[config.mk]
export PLATFORM = sky130hd
export DESIGN_NAME = epaper_command_decoder
export DESIGN_NICKNAME = d
export VERILOG_FILES = /design/src/hdl/epaper_command_decoder.v /design/src/hdl/serial_byte_receiver.v
export VERILOG_INCLUDE_DIRS = /design/src /design/src/hdl
export SDC_FILE = /design/constraint.sdc
export NUM_CORES = 1
export LEC_CHECK = 0
export BUFFER_PORTS_ARGS = -buffer_cell sky130_fd_sc_hd__buf_2
export CAP_MARGIN = 20
export CORE_MARGIN = 4
export CORE_UTILIZATION = 52
export CTS_BUF_LIST = sky130_fd_sc_hd__clkbuf_16
export DETAILED_ROUTE_END_ITERATION = 10
export PLACE_DENSITY = 0.78
export SLEW_MARGIN = 20
export SYNTH_ARGS = -nofsm -noshare
export SYNTH_HDL_FRONTEND = slang
export SYNTH_SLANG_ARGS = --single-unit
[constraint.sdc]
create_clock -name sys_clk_i -period 2.15 [get_ports sys_clk_i]
set_clock_uncertainty 0.2 [all_clocks]
set_input_delay 0.43 -clock sys_clk_i [delete_from_list [all_inputs] [get_ports sys_clk_i]]
set_output_delay 0.43 -clock sys_clk_i [all_outputs]
set_load 0.005 [all_outputs]
[src/hdl/epaper_cmd_defs.vh]
`ifndef EPAPER_CMD_DEFS_VH
`define EPAPER_CMD_DEFS_VH

// Timing.
`define SYS_CLK_PERIOD_NS   4
`define OTP_PROG_TIME_NS    8000
`define OTP_PROG_CYCLES     ((`OTP_PROG_TIME_NS + `SYS_CLK_PERIOD_NS - 1) / `SYS_CLK_PERIOD_NS)
`define PROG_CNT_W          12

// Serial link.
`define BYTE_LAST_BIT       3'h7
`define TX_BITS             6'h20

// Command opcodes.
`define CMD_GATE_SETUP      8'h01
`define CMD_GATE_LEVEL      8'h03
`define CMD_SOURCE_LEVEL    8'h04
`define CMD_INIT_PROGRAM    8'h08
`define CMD_INIT_WRITE      8'h09
`define CMD_INIT_READ       8'h0A
`define CMD_DEEP_SLEEP      8'h10
`define CMD_ENTRY_MODE      8'h11
`define CMD_RAM_WRITE       8'h24

// Parameter byte positions.
`define PIDX_A              3'h0
`define PIDX_B              3'h1
`define PIDX_C              3'h2
`define PIDX_D              3'h3
`define PIDX_MAX            3'h7

// Power-up values.
`define RST_GATE_LINES      9'h127
`define RST_GATE_SCAN       3'h0
`define RST_GATE_LEVEL      5'h17
`define RST_SRC_HI1         8'h41
`define RST_SRC_HI2         8'hAC
`define RST_SRC_LO          8'h32
`define RST_INIT_CODE       32'h00000000
`define RST_SLEEP_MODE      2'h0
`define RST_ENTRY_MODE      3'h3

// Entry mode fields.
`define EM_X_INC            0
`define EM_Y_INC            1
`define EM_AXIS             2

// Register word indices (byte address = index * 4).
`define REG_CTRL            6'h00
`define REG_STATUS          6'h01
`define REG_GATE            6'h02
`define REG_GATE_LEVEL      6'h03
`define REG_SOURCE          6'h04
`define REG_INIT_CODE       6'h05
`define REG_ADDR            6'h06

// Control register bits.
`define CTRL_CLK_GATE_ON    0
`define CTRL_SOFT_RESET     1

// AXI responses.
`define RESP_OKAY           2'h0
`define RESP_SLVERR         2'h2

`endif

[src/hdl/epaper_command_decoder.v]
// Function
// - Selector low means opcode, high means parameter
// - Opcode 03 sets gate level, default 17h
// - Opcode 04 sets three source levels
// - Opcode 08 programs only while the internal clock is on, busy high meanwhile
// - Initial-code write stores four reserved bytes
// - Opcode 0A reads back initial code
// - Deep sleep survives software reset
// - Sleep parameter 00 normal, 01/11 sleep
// - Busy stays high throughout deep sleep
// - Only hardware reset leaves deep sleep
// - Opcode 11 sets entry mode, default 011
// - Bits one/zero pick Y/X step direction
// - Bit two picks advance axis X/Y
// - Counter advances after each RAM byte
//
// The AXI4-Lite slave port and the register addresses were left to the implementer.
`timescale 1ns/10ps
`include "epaper_cmd_defs.vh"

module epaper_command_decoder
#(
  parameter XW = 8,
  parameter YW = 9
)
(
  input  wire          sys_clk_i,
  input  wire          rst_i,
  input  wire          scl_i,
  input  wire          sda_i,
  output wire          sda_o,
  output wire          sda_oe_o,
  input  wire          cs_n_i,
  input  wire          dc_i,
  input  wire          pin_driven_restart_n_i,
  output wire          busy_o,
  output wire          ram_we_o,
  output wire [7:0]    ram_data_o,
  output wire [XW-1:0] ram_x_o,
  output wire [YW-1:0] ram_y_o,
  input  wire [7:0]    s_axi_awaddr,
  input  wire          s_axi_awvalid,
  output wire          s_axi_awready,
  input  wire [31:0]   s_axi_wdata,
  input  wire [3:0]    s_axi_wstrb,
  input  wire          s_axi_wvalid,
  output wire          s_axi_wready,
  output wire [1:0]    s_axi_bresp,
  output wire          s_axi_bvalid,
  input  wire          s_axi_bready,
  input  wire [7:0]    s_axi_araddr,
  input  wire          s_axi_arvalid,
  output wire          s_axi_arready,
  output wire [31:0]   s_axi_rdata,
  output wire [1:0]    s_axi_rresp,
  output wire          s_axi_rvalid,
  input  wire          s_axi_rready
);

  // The cycle count is worked out as an integer; only its low bits are meant to reach the counter.
  localparam integer           PROG_CYCLES   = `OTP_PROG_CYCLES;
  localparam [`PROG_CNT_W-1:0] PROG_CNT_INIT = PROG_CYCLES[`PROG_CNT_W-1:0];

  wire            byte_valid;
  wire [7:0]      rx_byte;
  wire            rx_dc;
  wire            scl_fall;
  wire            cs_active;
  wire            dc_level;
  reg             restart_s1_q;
  reg             restart_s2_q;
  wire            hw_rst;
  wire            param_rst;
  wire            sleeping;
  wire            cmd_byte;
  wire            par_byte;

  reg  [8:0]      gate_lines_q;
  reg  [2:0]      gate_scan_q;
  reg  [4:0]      gate_level_q;
  reg  [7:0]      src_hi1_q;
  reg  [7:0]      src_hi2_q;
  reg  [7:0]      src_lo_q;
  reg  [31:0]     init_code_q;
  reg  [1:0]      sleep_mode_q;
  reg  [2:0]      entry_mode_q;
  reg  [7:0]      cmd_q;
  reg  [2:0]      pidx_q;
  reg  [`PROG_CNT_W-1:0] prog_cnt_q;
  reg             busy_q;
  reg  [XW-1:0]   ram_x_q;
  reg  [YW-1:0]   ram_y_q;
  reg             ram_we_q;
  reg  [7:0]      ram_data_q;
  reg  [31:0]     tx_q;
  reg  [5:0]      tx_cnt_q;
  reg             tx_active_q;
  reg             sda_q;
  reg             sda_oe_q;
  reg             clk_gate_on_q;
  reg             soft_rst_q;

  reg             awready_q;
  reg             wready_q;
  reg             aw_full_q;
  reg             w_full_q;
  reg  [5:0]      aw_idx_q;
  reg  [31:0]     wdata_q;
  reg  [3:0]      wstrb_q;
  reg             bvalid_q;
  reg  [1:0]      bresp_q;
  reg             arready_q;
  reg             rvalid_q;
  reg  [31:0]     rdata_q;
  reg  [1:0]      rresp_q;
  reg  [31:0]     rd_data;
  reg             rd_ok;

  serial_byte_receiver u_rx
  (
    .sys_clk_i    (sys_clk_i),
    .rst_i        (hw_rst),
    .scl_i        (scl_i),
    .sda_i        (sda_i),
    .cs_n_i       (cs_n_i),
    .dc_i         (dc_i),
    .byte_valid_o (byte_valid),
    .byte_o       (rx_byte),
    .byte_dc_o    (rx_dc),
    .scl_fall_o   (scl_fall),
    .cs_active_o  (cs_active),
    .dc_level_o   (dc_level)
  );

  // The restart pin is asynchronous to the system clock, so it is synchronised before use.
  always @(posedge sys_clk_i)
  begin
    if (rst_i)
    begin
      restart_s1_q <= 1'b1;
      restart_s2_q <= 1'b1;
    end
    else
    begin
      restart_s1_q <= pin_driven_restart_n_i;
      restart_s2_q <= restart_s1_q;
    end
  end

  assign hw_rst    = rst_i | ~restart_s2_q;
  assign param_rst = hw_rst | soft_rst_q;
  assign sleeping  = sleep_mode_q[0];
  // Nothing from the link is decoded while asleep, so no command can wake the device.
  assign cmd_byte  = byte_valid & ~rx_dc & ~sleeping;
  assign par_byte  = byte_valid & rx_dc & ~sleeping;

  // Current opcode and position within its parameter list.
  always @(posedge sys_clk_i)
  begin
    if (param_rst)
    begin
      cmd_q  <= 8'h00;
      pidx_q <= `PIDX_A;
    end
    else if (cmd_byte)
    begin
      cmd_q  <= rx_byte;
      pidx_q <= `PIDX_A;
    end
    else if (par_byte && pidx_q != `PIDX_MAX)
      pidx_q <= pidx_q + 3'h1;
  end

  // Command settings; the soft reset restores all of them.
  always @(posedge sys_clk_i)
  begin
    if (param_rst)
    begin
      gate_lines_q <= `RST_GATE_LINES;
      gate_scan_q  <= `RST_GATE_SCAN;
      gate_level_q <= `RST_GATE_LEVEL;
      src_hi1_q    <= `RST_SRC_HI1;
      src_hi2_q    <= `RST_SRC_HI2;
      src_lo_q     <= `RST_SRC_LO;
      init_code_q  <= `RST_INIT_CODE;
      entry_mode_q <= `RST_ENTRY_MODE;
    end
    else if (par_byte)
    begin
      case (cmd_q)
        `CMD_GATE_SETUP:
        begin
          if (pidx_q == `PIDX_A)
            gate_lines_q[7:0] <= rx_byte;
          else if (pidx_q == `PIDX_B)
            gate_lines_q[8] <= rx_byte[0];
          else if (pidx_q == `PIDX_C)
            gate_scan_q <= rx_byte[2:0];
        end
        `CMD_GATE_LEVEL:
        begin
          if (pidx_q == `PIDX_A)
            gate_level_q <= rx_byte[4:0];
        end
        `CMD_SOURCE_LEVEL:
        begin
          if (pidx_q == `PIDX_A)
            src_hi1_q <= rx_byte;
          else if (pidx_q == `PIDX_B)
            src_hi2_q <= rx_byte;
          else if (pidx_q == `PIDX_C)
            src_lo_q <= rx_byte;
        end
        `CMD_INIT_WRITE:
        begin
          // The four bytes are kept verbatim and steer nothing.
          if (pidx_q == `PIDX_A)
            init_code_q[31:24] <= rx_byte;
          else if (pidx_q == `PIDX_B)
            init_code_q[23:16] <= rx_byte;
          else if (pidx_q == `PIDX_C)
            init_code_q[15:8] <= rx_byte;
          else if (pidx_q == `PIDX_D)
            init_code_q[7:0] <= rx_byte;
        end
        `CMD_ENTRY_MODE:
        begin
          if (pidx_q == `PIDX_A)
            entry_mode_q <= rx_byte[2:0];
        end
        default:
        begin
          entry_mode_q <= entry_mode_q;
        end
      endcase
    end
  end

  // Deep sleep ignores the soft reset and clears only on a hardware reset.
  always @(posedge sys_clk_i)
  begin
    if (hw_rst)
      sleep_mode_q <= `RST_SLEEP_MODE;
    else if (par_byte && cmd_q == `CMD_DEEP_SLEEP && pidx_q == `PIDX_A)
      sleep_mode_q <= rx_byte[1:0];
  end

  // Programming runs for a fixed time; it is refused unless the internal clock is on.
  always @(posedge sys_clk_i)
  begin
    if (hw_rst)
    begin
      prog_cnt_q <= {`PROG_CNT_W{1'b0}};
      busy_q     <= 1'b0;
    end
    else
    begin
      if (cmd_byte && rx_byte == `CMD_INIT_PROGRAM && clk_gate_on_q && prog_cnt_q == {`PROG_CNT_W{1'b0}})
        prog_cnt_q <= PROG_CNT_INIT;
      else if (prog_cnt_q != {`PROG_CNT_W{1'b0}})
        prog_cnt_q <= prog_cnt_q - {{(`PROG_CNT_W-1){1'b0}}, 1'b1};
      busy_q <= sleeping | (prog_cnt_q > {{(`PROG_CNT_W-1){1'b0}}, 1'b1}) |
                (cmd_byte && rx_byte == `CMD_INIT_PROGRAM && clk_gate_on_q);
    end
  end

  // Image RAM write port and its address counter.
  always @(posedge sys_clk_i)
  begin
    if (param_rst)
    begin
      ram_x_q    <= {XW{1'b0}};
      ram_y_q    <= {YW{1'b0}};
      ram_we_q   <= 1'b0;
      ram_data_q <= 8'h00;
    end
    else
    begin
      ram_we_q <= 1'b0;
      if (par_byte && cmd_q == `CMD_RAM_WRITE)
      begin
        ram_we_q   <= 1'b1;
        ram_data_q <= rx_byte;
      end
      if (ram_we_q)
      begin
        if (!entry_mode_q[`EM_AXIS])
        begin
          if (entry_mode_q[`EM_X_INC])
            ram_x_q <= ram_x_q + {{(XW-1){1'b0}}, 1'b1};
          else
            ram_x_q <= ram_x_q - {{(XW-1){1'b0}}, 1'b1};
        end
        else
        begin
          if (entry_mode_q[`EM_Y_INC])
            ram_y_q <= ram_y_q + {{(YW-1){1'b0}}, 1'b1};
          else
            ram_y_q <= ram_y_q - {{(YW-1){1'b0}}, 1'b1};
        end
      end
    end
  end

  // Readback shifts out on falling clock edges while the selector is high; bits past the
  // fourth byte read as zero until chip select ends the read.
  always @(posedge sys_clk_i)
  begin
    if (hw_rst)
    begin
      tx_q        <= 32'h00000000;
      tx_cnt_q    <= 6'h00;
      tx_active_q <= 1'b0;
      sda_q       <= 1'b0;
      sda_oe_q    <= 1'b0;
    end
    else if (cmd_byte)
    begin
      tx_q        <= init_code_q;
      tx_cnt_q    <= 6'h00;
      tx_active_q <= (rx_byte == `CMD_INIT_READ);
      sda_oe_q    <= 1'b0;
    end
    else if (!cs_active || sleeping)
    begin
      tx_active_q <= 1'b0;
      sda_oe_q    <= 1'b0;
    end
    else if (tx_active_q && scl_fall && dc_level)
    begin
      sda_q    <= tx_q[31] & (tx_cnt_q != `TX_BITS);
      sda_oe_q <= 1'b1;
      tx_q     <= {tx_q[30:0], 1'b0};
      if (tx_cnt_q != `TX_BITS)
        tx_cnt_q <= tx_cnt_q + 6'h01;
    end
  end

  // Register slave: one write and one read at a time, address and data in either order.
  always @(posedge sys_clk_i)
  begin
    if (rst_i)
    begin
      awready_q     <= 1'b1;
      wready_q      <= 1'b1;
      aw_full_q     <= 1'b0;
      w_full_q      <= 1'b0;
      aw_idx_q      <= 6'h00;
      wdata_q       <= 32'h00000000;
      wstrb_q       <= 4'h0;
      bvalid_q      <= 1'b0;
      bresp_q       <= `RESP_OKAY;
      clk_gate_on_q <= 1'b0;
      soft_rst_q    <= 1'b0;
    end
    else
    begin
      soft_rst_q <= 1'b0;
      if (s_axi_awvalid && awready_q)
      begin
        aw_full_q <= 1'b1;
        aw_idx_q  <= s_axi_awaddr[7:2];
        awready_q <= 1'b0;
      end
      if (s_axi_wvalid && wready_q)
      begin
        w_full_q <= 1'b1;
        wdata_q  <= s_axi_wdata;
        wstrb_q  <= s_axi_wstrb;
        wready_q <= 1'b0;
      end
      if (aw_full_q && w_full_q && !bvalid_q)
      begin
        aw_full_q <= 1'b0;
        w_full_q  <= 1'b0;
        bvalid_q  <= 1'b1;
        bresp_q   <= (aw_idx_q <= `REG_ADDR) ? `RESP_OKAY : `RESP_SLVERR;
        if (aw_idx_q == `REG_CTRL && wstrb_q[0])
        begin
          clk_gate_on_q <= wdata_q[`CTRL_CLK_GATE_ON];
          soft_rst_q    <= wdata_q[`CTRL_SOFT_RESET];
        end
      end
      if (bvalid_q && s_axi_bready)
      begin
        bvalid_q  <= 1'b0;
        awready_q <= 1'b1;
        wready_q  <= 1'b1;
      end
    end
  end

  always @*
  begin
    rd_data = 32'h00000000;
    rd_ok   = 1'b1;
    case (s_axi_araddr[7:2])
      `REG_CTRL:       rd_data = {30'h00000000, 1'b0, clk_gate_on_q};
      `REG_STATUS:     rd_data = {24'h000000, 1'b0, entry_mode_q, 1'b0, sleep_mode_q, busy_q};
      `REG_GATE:       rd_data = {13'h0000, gate_scan_q, 7'h00, gate_lines_q};
      `REG_GATE_LEVEL: rd_data = {27'h0000000, gate_level_q};
      `REG_SOURCE:     rd_data = {8'h00, src_lo_q, src_hi2_q, src_hi1_q};
      `REG_INIT_CODE:  rd_data = init_code_q;
      `REG_ADDR:       rd_data = {{(16-YW){1'b0}}, ram_y_q, {(16-XW){1'b0}}, ram_x_q};
      default:         rd_ok   = 1'b0;
    endcase
  end

  always @(posedge sys_clk_i)
  begin
    if (rst_i)
    begin
      arready_q <= 1'b1;
      rvalid_q  <= 1'b0;
      rdata_q   <= 32'h00000000;
      rresp_q   <= `RESP_OKAY;
    end
    else if (s_axi_arvalid && arready_q)
    begin
      arready_q <= 1'b0;
      rvalid_q  <= 1'b1;
      rdata_q   <= rd_data;
      rresp_q   <= rd_ok ? `RESP_OKAY : `RESP_SLVERR;
    end
    else if (rvalid_q && s_axi_rready)
    begin
      rvalid_q  <= 1'b0;
      arready_q <= 1'b1;
    end
  end

  assign sda_o         = sda_q;
  assign sda_oe_o      = sda_oe_q;
  assign busy_o        = busy_q;
  assign ram_we_o      = ram_we_q;
  assign ram_data_o    = ram_data_q;
  assign ram_x_o       = ram_x_q;
  assign ram_y_o       = ram_y_q;
  assign s_axi_awready = awready_q;
  assign s_axi_wready  = wready_q;
  assign s_axi_bresp   = bresp_q;
  assign s_axi_bvalid  = bvalid_q;
  assign s_axi_arready = arready_q;
  assign s_axi_rdata   = rdata_q;
  assign s_axi_rresp   = rresp_q;
  assign s_axi_rvalid  = rvalid_q;

endmodule // epaper_command_decoder

[src/hdl/serial_byte_receiver.v]
`timescale 1ns/10ps
`include "epaper_cmd_defs.vh"

module serial_byte_receiver
(
  input  wire       sys_clk_i,
  input  wire       rst_i,
  input  wire       scl_i,
  input  wire       sda_i,
  input  wire       cs_n_i,
  input  wire       dc_i,
  output reg        byte_valid_o,
  output reg  [7:0] byte_o,
  output reg        byte_dc_o,
  output wire       scl_fall_o,
  output wire       cs_active_o,
  output wire       dc_level_o
);

  reg  [3:0] s1_q;
  reg  [3:0] s2_q;
  reg        scl_prev_q;
  reg  [6:0] shift_q;
  reg  [2:0] bit_cnt_q;
  wire       scl_rise;

  // Stage one feeds stage two only; edges are found between stage two and its delayed copy.
  always @(posedge sys_clk_i)
  begin
    if (rst_i)
    begin
      s1_q       <= 4'hF;
      s2_q       <= 4'hF;
      scl_prev_q <= 1'b1;
    end
    else
    begin
      s1_q       <= {dc_i, cs_n_i, sda_i, scl_i};
      s2_q       <= s1_q;
      scl_prev_q <= s2_q[0];
    end
  end

  assign scl_rise    = s2_q[0] & ~scl_prev_q;
  assign scl_fall_o  = ~s2_q[0] & scl_prev_q & ~s2_q[2];
  assign cs_active_o = ~s2_q[2];
  assign dc_level_o  = s2_q[3];

  always @(posedge sys_clk_i)
  begin
    if (rst_i)
    begin
      shift_q      <= 7'h00;
      bit_cnt_q    <= 3'h0;
      byte_valid_o <= 1'b0;
      byte_o       <= 8'h00;
      byte_dc_o    <= 1'b0;
    end
    else
    begin
      byte_valid_o <= 1'b0;
      if (s2_q[2])
        bit_cnt_q <= 3'h0;
      else if (scl_rise)
      begin
        shift_q   <= {shift_q[5:0], s2_q[1]};
        bit_cnt_q <= bit_cnt_q + 3'h1;
        if (bit_cnt_q == `BYTE_LAST_BIT)
        begin
          byte_valid_o <= 1'b1;
          byte_o       <= {shift_q, s2_q[1]};
          byte_dc_o    <= s2_q[3];
        end
      end
    end
  end

endmodule // serial_byte_receiver

==> results of run 1 <==
-- tightest hold or removal path, cell delays in order --
cell and delay (ps):
buf_2 130, nand3_1 90, a21oi_1 60
-- where the power goes --
group / switching [µW] / internal (µW) / total (µW) / leakage [µW]
clock network: 1970 / 2320 / 4290 / 0.000416
logic: 188 / 117 / 305 / 0.00296
registers: 23.7 / 4700 / 4720 / 0.00204
total: 2180 / 7130 / 9310 / 0.00541
-- timing repair --
item / in CTS / in global routing
hold buffers: 19 / 0
pin swaps: 2 / 10
resized for setup: 5 / 38
setup endpoints to repair: 10 / 63
setup buffers: 3 / 2
endpoints found under the hold margin: 19 / 0
-- synth_stat cells (4+ instances only) --
cell type	instances	share of area (%)
dfxtp_1	252	47
nand2_1	188	6.5
nor2_1	141	4.9
mux2i_1	78	7.2
a21oi_1	75	3.5
clkbuf_1	56	1.9
nand3_1	45	2.1
o21ai_0	45	2.1
a311oi_1	31	2.5
a22oi_1	29	2.0
nor3_1	29	1.3
ha_1	26	3.0
a22o_1	18	1.5
inv_1	17	0.59
or2_2	17	0.98
buf_1	15	0.52
a211oi_1	11	0.76
xnor2_1	11	0.89
buf_2	10	0.46
nor2b_1	10	0.58
nand4_1	9	0.52
nor4_1	9	0.52
nand2b_1	8	0.46
a222oi_1	6	0.56
nor4b_1	6	0.49
a21o_1	5	0.35
and2_1	5	0.29
nor3b_1	5	0.35
or3_1	5	0.29
nor2_2	4	0.23
o211ai_1	4	0.28
-- final timing paths --
path                            slack [ps]            to  cells past startpoint            start
worst max-delay path                    50    ram_y_o[6]                      7  entry_mode_q[1]
worst min-delay path                    20    wdata_q[0]                      3     s_axi_wvalid
worst max register to register          50    ram_y_o[6]                      7  entry_mode_q[1]
worst min register to register         210  restart_s2_q                      1     restart_s1_q
-- flip-flops by register name, indices dropped and copies added, names as in the netlist, 8 cells and up --
name and count:
ram_data_o 8, src_hi2_q 8, cmd_q 8, src_lo_q 8
u_rx.byte_o 8, s_axi_rdata 32, prog_cnt_q 12, src_hi1_q 8
ram_x_o 8, init_code_q 32, ram_y_o 9, tx_q 32
gate_lines_q 9
-- layout make-up --
type                       count  area, µm²  area share (%)
multi-input combinational    879       5500            41.6
sequential                   252       5050            38.2
timing repair buffer         205       1450            11.0
clock buffer                  27        676            5.11
tap                          270        338            2.55
clock inverter                23        143            1.08
inverter                      18       72.6           0.548
-- stage by stage --
| stage | setup WS (ps) | setup TNS (ps) | utilization (%) | area (µm²) |
|---|---|---|---|---|
| 5_1_grt | -25.5 | -87.3 | 65.2 | 13200 |
| 6_report | 45.9 | 0 | 65.2 | 13200 |
| 4_1_cts | -14.1 | -14.1 | 64.4 | 13100 |
| 2_1_floorplan | -4.36 | -4.36 | - | 10800 |
| 3_5_place_dp | -62.6 | -297 | 59.2 | 12000 |
| 3_3_place_gp | -23.9 | -54.8 | 59.2 | 12000 |
-- cell usage in the layout, fill, tap and decap left out, types with 27 or more instances in the layout --
| cell | count |
|---|---|
| a21oi_1 | 74 |
| a22oi_1 | 29 |
| a311oi_1 | 31 |
| buf_2 | 94 |
| buf_4 | 82 |
| clkbuf_16 | 27 |
| dfxtp_1 | 246 |
| mux2i_1 | 78 |
| nand2_1 | 187 |
| nand3_1 | 44 |
| nor2_1 | 140 |
| nor3_1 | 27 |
| o21ai_0 | 42 |
-- routing by layer --
layer	track usage, %	vias to the layer above
met4	7.41	0
met5	0	-
li1	-	4648
met2	39.7	371
met3	3.58	71
met1	31.2	4607
-- kinds of logic after synthesis --
kind of cell,Yosys count
compound gates,249
xor+xnor,14
fa+ha+maj,28
buf+inv,103
flops,252
mux,78
other cells,1
simple gates,508
==> results.toml, run 1 <==
[run_status]
status = "completed"

[timing]
slew_headroom_pct = 65.4
timing.fmax_mhz = 475
rsz0062_at_grt = "true"
setup_viol = 0
drv_slew = 0
worst_pin_slew_ps = 514
post-route-period-util_pct = 97.9
holdWs_ps = 21.0
final_hold_viol_count = 0
fin_crit_ps = 2100

[synthesis]
synth-compound-area-share_pct = 15.4
synth-xor-area-share_pct = 1.14
synth_seq_cells = 252
async_reset_ff_share_pct = 0
ys_warn_count = 0
synth_fa_ha_area_share_pct = 3.38
ys_types = 69
synth_top_family_by_area = "simple AND/OR/NAND/NOR gates"
synth_area_per_cell_um2 = 8.76
syn_area_mm2 = 0.0108
synth-seq-area-share_pct = 46.7
synth_simple_gate_area_share_pct = 22.2
synthMuxAreaShare_pct = 7.23
synth_flop_cell = "dfxtp_1"
postSynthCellCount = 1233
synth_edf_count = 0

[detailed_routing]
wirelength_um = 29000
first_pass_iters = 5
wl_met1_um = 12400
drtAntennaViolNets = 0
avgRoutedWirePerCell_um = 17.3
maxUsedRoutingLayer = "met4"
drc_errors = 0
wl_met2_um = 13600
num_vias = 9697
vias_per_cell = 5.79
drtIter0Drc = 742
routed-wl-met3_um = 2070

[floorplanning]
initial_utilization_pct = 53.2
die_height_um = 152
rows = 52
die_x_um = 152
die_area_mm2 = 0.0231
boundaryPins = 134
coreArea_mm2 = 0.0203

[grt]
grt_antenna_before_repair = 0
grt_util_all_layers_pct = 23.5
grt_overflow = 0
grt_pass1_vias = 9256
grt_pass1_wl_um = 46500
grt_max_degree = 78

[finish]
fin_cells = 1674
areaGrowthSynthToFinish_pct = 22.5
fin_nets = 1475
fill_cells = 1654
antenna_cells = 0
drive_above_1_share_pct = 20.9

[pwr]
vdd_ir_drop_max_mv = 0.648
p_leak_uw = 0.00541
p_per_area_mw_per_mm2 = 704
p_total_uw = 9310

[clocking]
cts.sink_count = 252
cts_max_level = 1
insertion_delay_ps = 550
clock-root-buffer = "clkbuf_16"
cts_tree = "built"
cts_inserted_buffers = 27
clk_pin_slew_worst_paths_ps = 70
cts_buffer_depth = 3

[placement]
port-buffer-count = 94
dp_hpwl_um = 18700
gp_congestion = 0.894
place_inst = 1600

[worst_hold_path]
hold_class = "in2reg"

[worst_setup_path]
cp_top_family = "simple AND/OR/NAND/NOR gates"
slowest_stage = "or4_1"
critPathKind = "reg2reg"
cp_cell_sequence = "clkinv_4 > ha_4 > nor2b_4 > o31a_1 > o21a_1 > or4_1 > nand3_1"
crit_path_max_incr_delay_ps = 400
critical_path_buf_inv_count = 1
cp.required_ps = 2440
crit_arrival_ps = 2390
cp_max_fo = 7
critPathCaptureType = "register"
start_kind = "register"

[job]
maxCapViolCount = 0
Power figures use the tool's default switching activity.
==> run 2: changes to the inputs <==
Settings changed: PLACE_DENSITY 0.78 to 0.77, SYNTH_HIERARCHICAL from default to 1.
==> run 2 against run 1 <==
First-iteration DRC count grew 9.3%. Die area is 1.9% higher. Synthesized cell count down 1.4%. Core utilization decreased by 0.22 points. Sequential cell count is the same. Setup slack better by 25 ps.
==> results.toml, run 2 <==
[pwr]
p_per_area_mw_per_mm2 = 718
switching_share_pct = 21.3
power_frac_comb_pct = 3.4
p_seq_share_pct = 49.2
pwr-share-clk_pct = 47.3
p_total_uw = 9590
p_leak_uw = 0.00520
internal_power_uw = 7550
switchingPower_uw = 2040
vdd_ir_drop_max_mv = 0.720

[floorplanning]
rows = 52
boundaryPins = 134
die_x_um = 154
die_area_mm2 = 0.0236
die_height_um = 154
coreArea_mm2 = 0.0206
initial_utilization_pct = 53.6

[grt]
grt_overflow = 0
grt_antenna_before_repair = 1
grt_pass1_vias = 9340
grt_pass1_wl_um = 46900
grt_util_all_layers_pct = 23.4
grt_max_degree = 73

[synthesis]
synth-seq-area-share_pct = 45.8
ys_types = 75
ys_warn_count = 6
netlist.area_leader.share_pct = 45.8
synth_area_per_cell_um2 = 9.06
synth_flop_cell = "dfxtp_1"
postSynthCellCount = 1216
synth_largest_area_cell = "dfxtp_1"
synth_seq_cells = 252
yosysMostFrequentCell = "dfxtp_1"
synth_commonest_cells = "dfxtp_1 (252), nor2_1 (140), nand2_1 (131)"
syn_area_mm2 = 0.0110
synth_area_leaders = "dfxtp_1 (46%), mux2i_1 (9.2%), nor2_1 (4.8%), nand2_1 (4.5%), a21oi_1 (4.1%)"
synth_edf_count = 0
async_reset_ff_share_pct = 0

[timing]
timing.fmax_mhz = 481
setup_tns_ps = 0
post-route-period-util_pct = 96.7
drv_slew = 0
rsz0062_at_grt = "true"
final_hold_viol_count = 0
worst_pin_slew_ps = 614
slew_headroom_pct = 59.0
fin_crit_ps = 2080
setup_viol = 0

[worst_hold_path]
worstHoldStart = "s_axi_araddr[6]"
hold_depth = 4
hold_class = "in2reg"

[finish]
multi_input_area_mm2 = 0.00559
areaGrowthSynthToFinish_pct = 21.3
layout_common_cells = "dfxtp_1 (249), nor2_1 (136), nand2_1 (130)"
regArea_mm2 = 0.00505
drive_above_1_share_pct = 20.3
fill_cells = 1667
antenna_cells = 0
fin_nets = 1454
final_common_cell = "dfxtp_1"

[worst_setup_path]
critPathKind = "reg2reg"
cp.required_ps = 2360
start_kind = "register"
critical_path_buf_inv_count = 1
crit_arrival_ps = 2290
cp_cell_sequence = "inv_1 > ha_1 > or3b_2 > nor3_2 > nor2_1 > a211oi_1 > a311oi_1"
path_depth = 7
cp_max_fo = 4
slowest_stage = "or3b_2"
crit_path_start = "prog_cnt_q[0]"
cp_top_family = "simple AND/OR/NAND/NOR gates"
critPathCaptureType = "register"
reg2reg_depth = 7
r2r-start = "prog_cnt_q[0]"
crit_path_max_incr_delay_ps = 470

[detailed_routing]
first_pass_iters = 6
drc_errors = 0
drtIter0Drc = 811
avgRoutedWirePerCell_um = 17.4
num_vias = 9589
wirelength_um = 28800
drtAntennaViolNets = 0
vias_per_cell = 5.81

[run_status]
status = "completed"

[clocking]
cts_max_level = 1
cts_tree = "built"
clk_pin_slew_worst_paths_ps = 60
cts.sink_count = 252
cts_inserted_buffers = 26
cts_buffer_depth = 3
insertion_delay_ps = 540
clock-root-buffer = "clkbuf_16"

[placement]
dp_hpwl_um = 19300
gp_congestion = 0.877
port-buffer-count = 94

[job]
maxCapViolCount = 0
-- run 2: cell count changes after synthesis, sizes merged, moves of 9 or more --
cell	previous run	this run
inv	17	26
nand3	46	34
mux2i	78	101
a22oi	29	14
a222oi	6	15
a211oi	11	44
a21oi	75	90
a311oi	32	5
nand2	188	132
-- run 2: kinds of logic after synthesis --
group | after synthesis | share of synthesized area [%]
AOI/OAI and AO/OA | 261 | 15.5
xor gates and xnor gates | 14 | 1.11
adders and majority gates | 28 | 3.32
buffers and inverters | 109 | 4.33
DFF | 252 | 45.8
muxes | 102 | 9.39
other | 1 | 0.0341
and+or+nand+nor | 449 | 20.5
-- run 2: per-stage QoR --
step	util (%)	cell area (µm²)	instances	worst slack, ps	hold slack [ps]
floorplan	-	11000	1217	11.6	189
global placement	59.5	12200	1586	27.3	192
detailed placement	59.5	12200	1586	-10.2	199
CTS	64.5	13300	1650	10.8	22.5
global route	65.0	13400	1651	-5.66	47.0
finish	65.0	13400	1651	70.5	42.1
-- run 2: area by class of cell --
| type | count | share of cell area [%] |
|---|---|---|
| clock buffer | 27 | 5.06 |
| tap | 270 | 2.53 |
| clock inverter | 20 | 1.37 |
| timing repair buffer | 200 | 10.6 |
| sequential | 252 | 37.8 |
| multi-input combinational | 856 | 41.9 |
| inverter | 26 | 0.749 |
-- run 2: worst reg2reg max path, stage by stage, from the launching register on --
cell and delay [ps]:
dfxtp_1 300, inv_1 90, ha_1 170, or3b_2 470, nor3_2 260, nor2_1 120, a211oi_1 270, a311oi_1 70
-- run 2: final timing paths --
path	end	slack [ps]
setup reg to reg	prog_cnt_q[7]	70
hold reg to reg	u_rx/s2_q[2]	210
setup / recovery	prog_cnt_q[7]	70
hold / removal	s_axi_rdata[6]	40
-- run 2: what timing repair did --
item,CTS,global route
endpoints found under the hold margin,18,0
setup endpoints to repair,2,19
hold buffers,17,0
buffers inserted,0,1
pin swaps,0,8
resized for setup,2,26
-- run 2: power groups by stage --
stage / Clock, µW / Sequential [µW] / Combinational (µW)
after detailed placement: 0 / 4830 / 297
after global placement: 0 / 4820 / 293
final: 4540 / 4720 / 328
after CTS: 4600 / 4720 / 322
after floorplan: 0 / 4820 / 180
after global routing: 4810 / 4720 / 355
-- run 2: metal layers --
metal  vias to the layer above  global-route usage, %  part of all wire (%)
met5                         -                      0                 0.045
met2                       339                   39.5                    47
li1                       4624                      -                     -
met3                        62                   3.32                   6.9
met1                      4562                   31.5                    43
met4                         2                   6.98                   2.7
==> run 3: changes to the inputs <==
Settings changed: BUFFER_PORTS_ARGS -buffer_cell sky130_fd_sc_hd__buf_2 to -buffer_cell sky130_fd_sc_hd__buf_4, CORE_MARGIN 4 to 3, HOLD_SLACK_MARGIN from default to 0.08.
==> run 3 against run 2 <==
Setup slack lost 58 ps. Fmax shrank 2.7%. Die area decreased by 2.6%. Combinational power rose by 7.6%. Register-to-register slack worse by 60 ps. Routed wire length is 1.6% higher. Sequential power about the same. Clock power increased by 0.9%. Critical path depth stayed put. Clock-buffer cell count unchanged. Largest power group unchanged.
==> results.toml, run 3 (synthesis gave the netlist of run 2 again) <==
[job]
maxCapViolCount = 0

[worst_setup_path]
critPathCaptureType = "register"
crit_arrival_ps = 2410
critPathKind = "reg2reg"
critical_path_buf_inv_count = 1
cp_top_family = "simple AND/OR/NAND/NOR gates"
slowest_stage = "or4_1"
cp_max_fo = 7
cp_cell_sequence = "inv_4 > ha_4 > nor2b_2 > o31a_1 > o21a_1 > or4_1 > nand3_1"
cp.required_ps = 2420
crit_path_max_incr_delay_ps = 460
start_kind = "register"

[detailed_routing]
drtIter0Drc = 762
num_vias = 9578
drtAntennaViolNets = 0
avgRoutedWirePerCell_um = 17.8
first_pass_iters = 6
vias_per_cell = 5.83
wirelength_um = 29300
drc_errors = 0

[timing]
worst_pin_slew_ps = 537
slew_headroom_pct = 63.8
fin_crit_ps = 2140
timing.fmax_mhz = 468
rsz0062_at_grt = "true"
drv_slew = 0
setup_viol = 0
setup_ws_ps = 13.0
setup_tns_ps = 0
final_hold_viol_count = 0
post-route-period-util_pct = 99.4

[worst_hold_path]
hold_class = "in2reg"

[clocking]
clk_pin_slew_worst_paths_ps = 70
cts_buffer_depth = 3
cts.sink_count = 252
cts_max_level = 1
cts_inserted_buffers = 26
insertion_delay_ps = 520
cts_tree = "built"
clock-root-buffer = "clkbuf_16"

[finish]
fin_nets = 1447
stdcell_area_mm2 = 0.0137
final_common_cell = "dfxtp_1"
antenna_cells = 0
drive_above_1_share_pct = 19.4
areaGrowthSynthToFinish_pct = 24.0
fin_util_pct = 66.6
layout_common_cells = "dfxtp_1 (250), buf_4 (155), nor2_1 (137)"

[placement]
dpl-instance-area_mm2 = 0.0124
gp_congestion = 0.891
dp_slack_ps = -5.05
dp_hpwl_um = 19300
port-buffer-count = 94

[floorplanning]
rows = 52
die_x_um = 152
initial_utilization_pct = 53.7
boundaryPins = 134
die_height_um = 152
die_area_mm2 = 0.0230
coreArea_mm2 = 0.0205

[grt]
grt_pass1_vias = 9198
grt_pass1_wl_um = 46100
grt_util_all_layers_pct = 24.5
grt_max_degree = 73
grt_antenna_before_repair = 0
grt_overflow = 0

[pwr]
p_leak_uw = 0.00524
p_per_area_mw_per_mm2 = 707
vdd_ir_drop_max_mv = 0.587

[run_status]
status = "completed"
==> run 3: changes by cell type in the layout (fill, tap and decap cells not counted), moves of 2 or more <==
cell | previous run | this run
ha_2 | 2 | 0
buf_2 | 94 | 0
nor2_2 | 6 | 4
clkinv_2 | 2 | 7
ha_1 | 23 | 25
buf_12 | 9 | 12
clkbuf_16 | 27 | 30
clkinv_1 | 11 | 4
nor3_2 | 4 | 2
dlygate4sd3_1 | 17 | 21
nor3_1 | 30 | 32
buf_4 | 80 | 155
==> run 3: area by class of cell <==
cell class                      count  area [µm²]
Clock inverter                     19         194
Clock buffer                       27         676
Multi-Input combinational cell    856        5580
Fill cell                        1603        6840
Tap cell                          270         338
Inverter                           26         100
Sequential cell                   252        5050
Timing Repair Buffer              193        1710
==> run 3: tightest hold or removal path, cell delays in order <==
cell and delay [ps]:
buf_4 130, a31oi_1 110, nand2_1 120, a221oi_2 70
==> run 3: power by group <==
part           switching [µW]  internal [µW]
Clock                    1830           2740
Combinational             209            144
Sequential               24.2           4700
Total                    2060           7590
==> run 3: through the flow <==
stage,hold slack (ps),cells,total power [µW]
2_1_floorplan,189,1217,5000
3_3_place_gp,191,1572,5130
3_5_place_dp,197,1572,5140
4_1_cts,167,1640,9710
5_1_grt,225,1643,9920
6_report,189,1643,9650
==> run 3: path summary, 6_finish.rpt <==
| check | start | endpoint | slack [ps] | cells after the start |
|---|---|---|---|---|
| worst max-delay path | entry_mode_q[1] | ram_y_o[6] | 10 | 7 |
| worst min-delay path | s_axi_araddr[2] | s_axi_rdata[6] | 190 | 4 |
| worst max register to register | entry_mode_q[1] | ram_y_o[6] | 10 | 7 |
| worst min register to register | restart_s1_q | restart_s2_q | 210 | 1 |
==> run 3: layer usage <==
layer / vias up / share of wire (%) / GRT usage (%)
li1: 4609 / - / -
met3: 70 / 7.1 / 3.63
met2: 348 / 47 / 41.1
met5: - / 0 / 0
met4: 0 / 2.9 / 7.46
met1: 4551 / 43 / 32.8
==> run 3: what timing repair did <==
action                                  in CTS  in global routing
hold buffers                                22                  0
pin swaps                                    0                 15
cloned                                       0                  3
endpoints found under the setup margin       1                 22
buffers inserted                             0                  1
resized for setup                            1                 24
endpoints found under the hold margin       21                  0
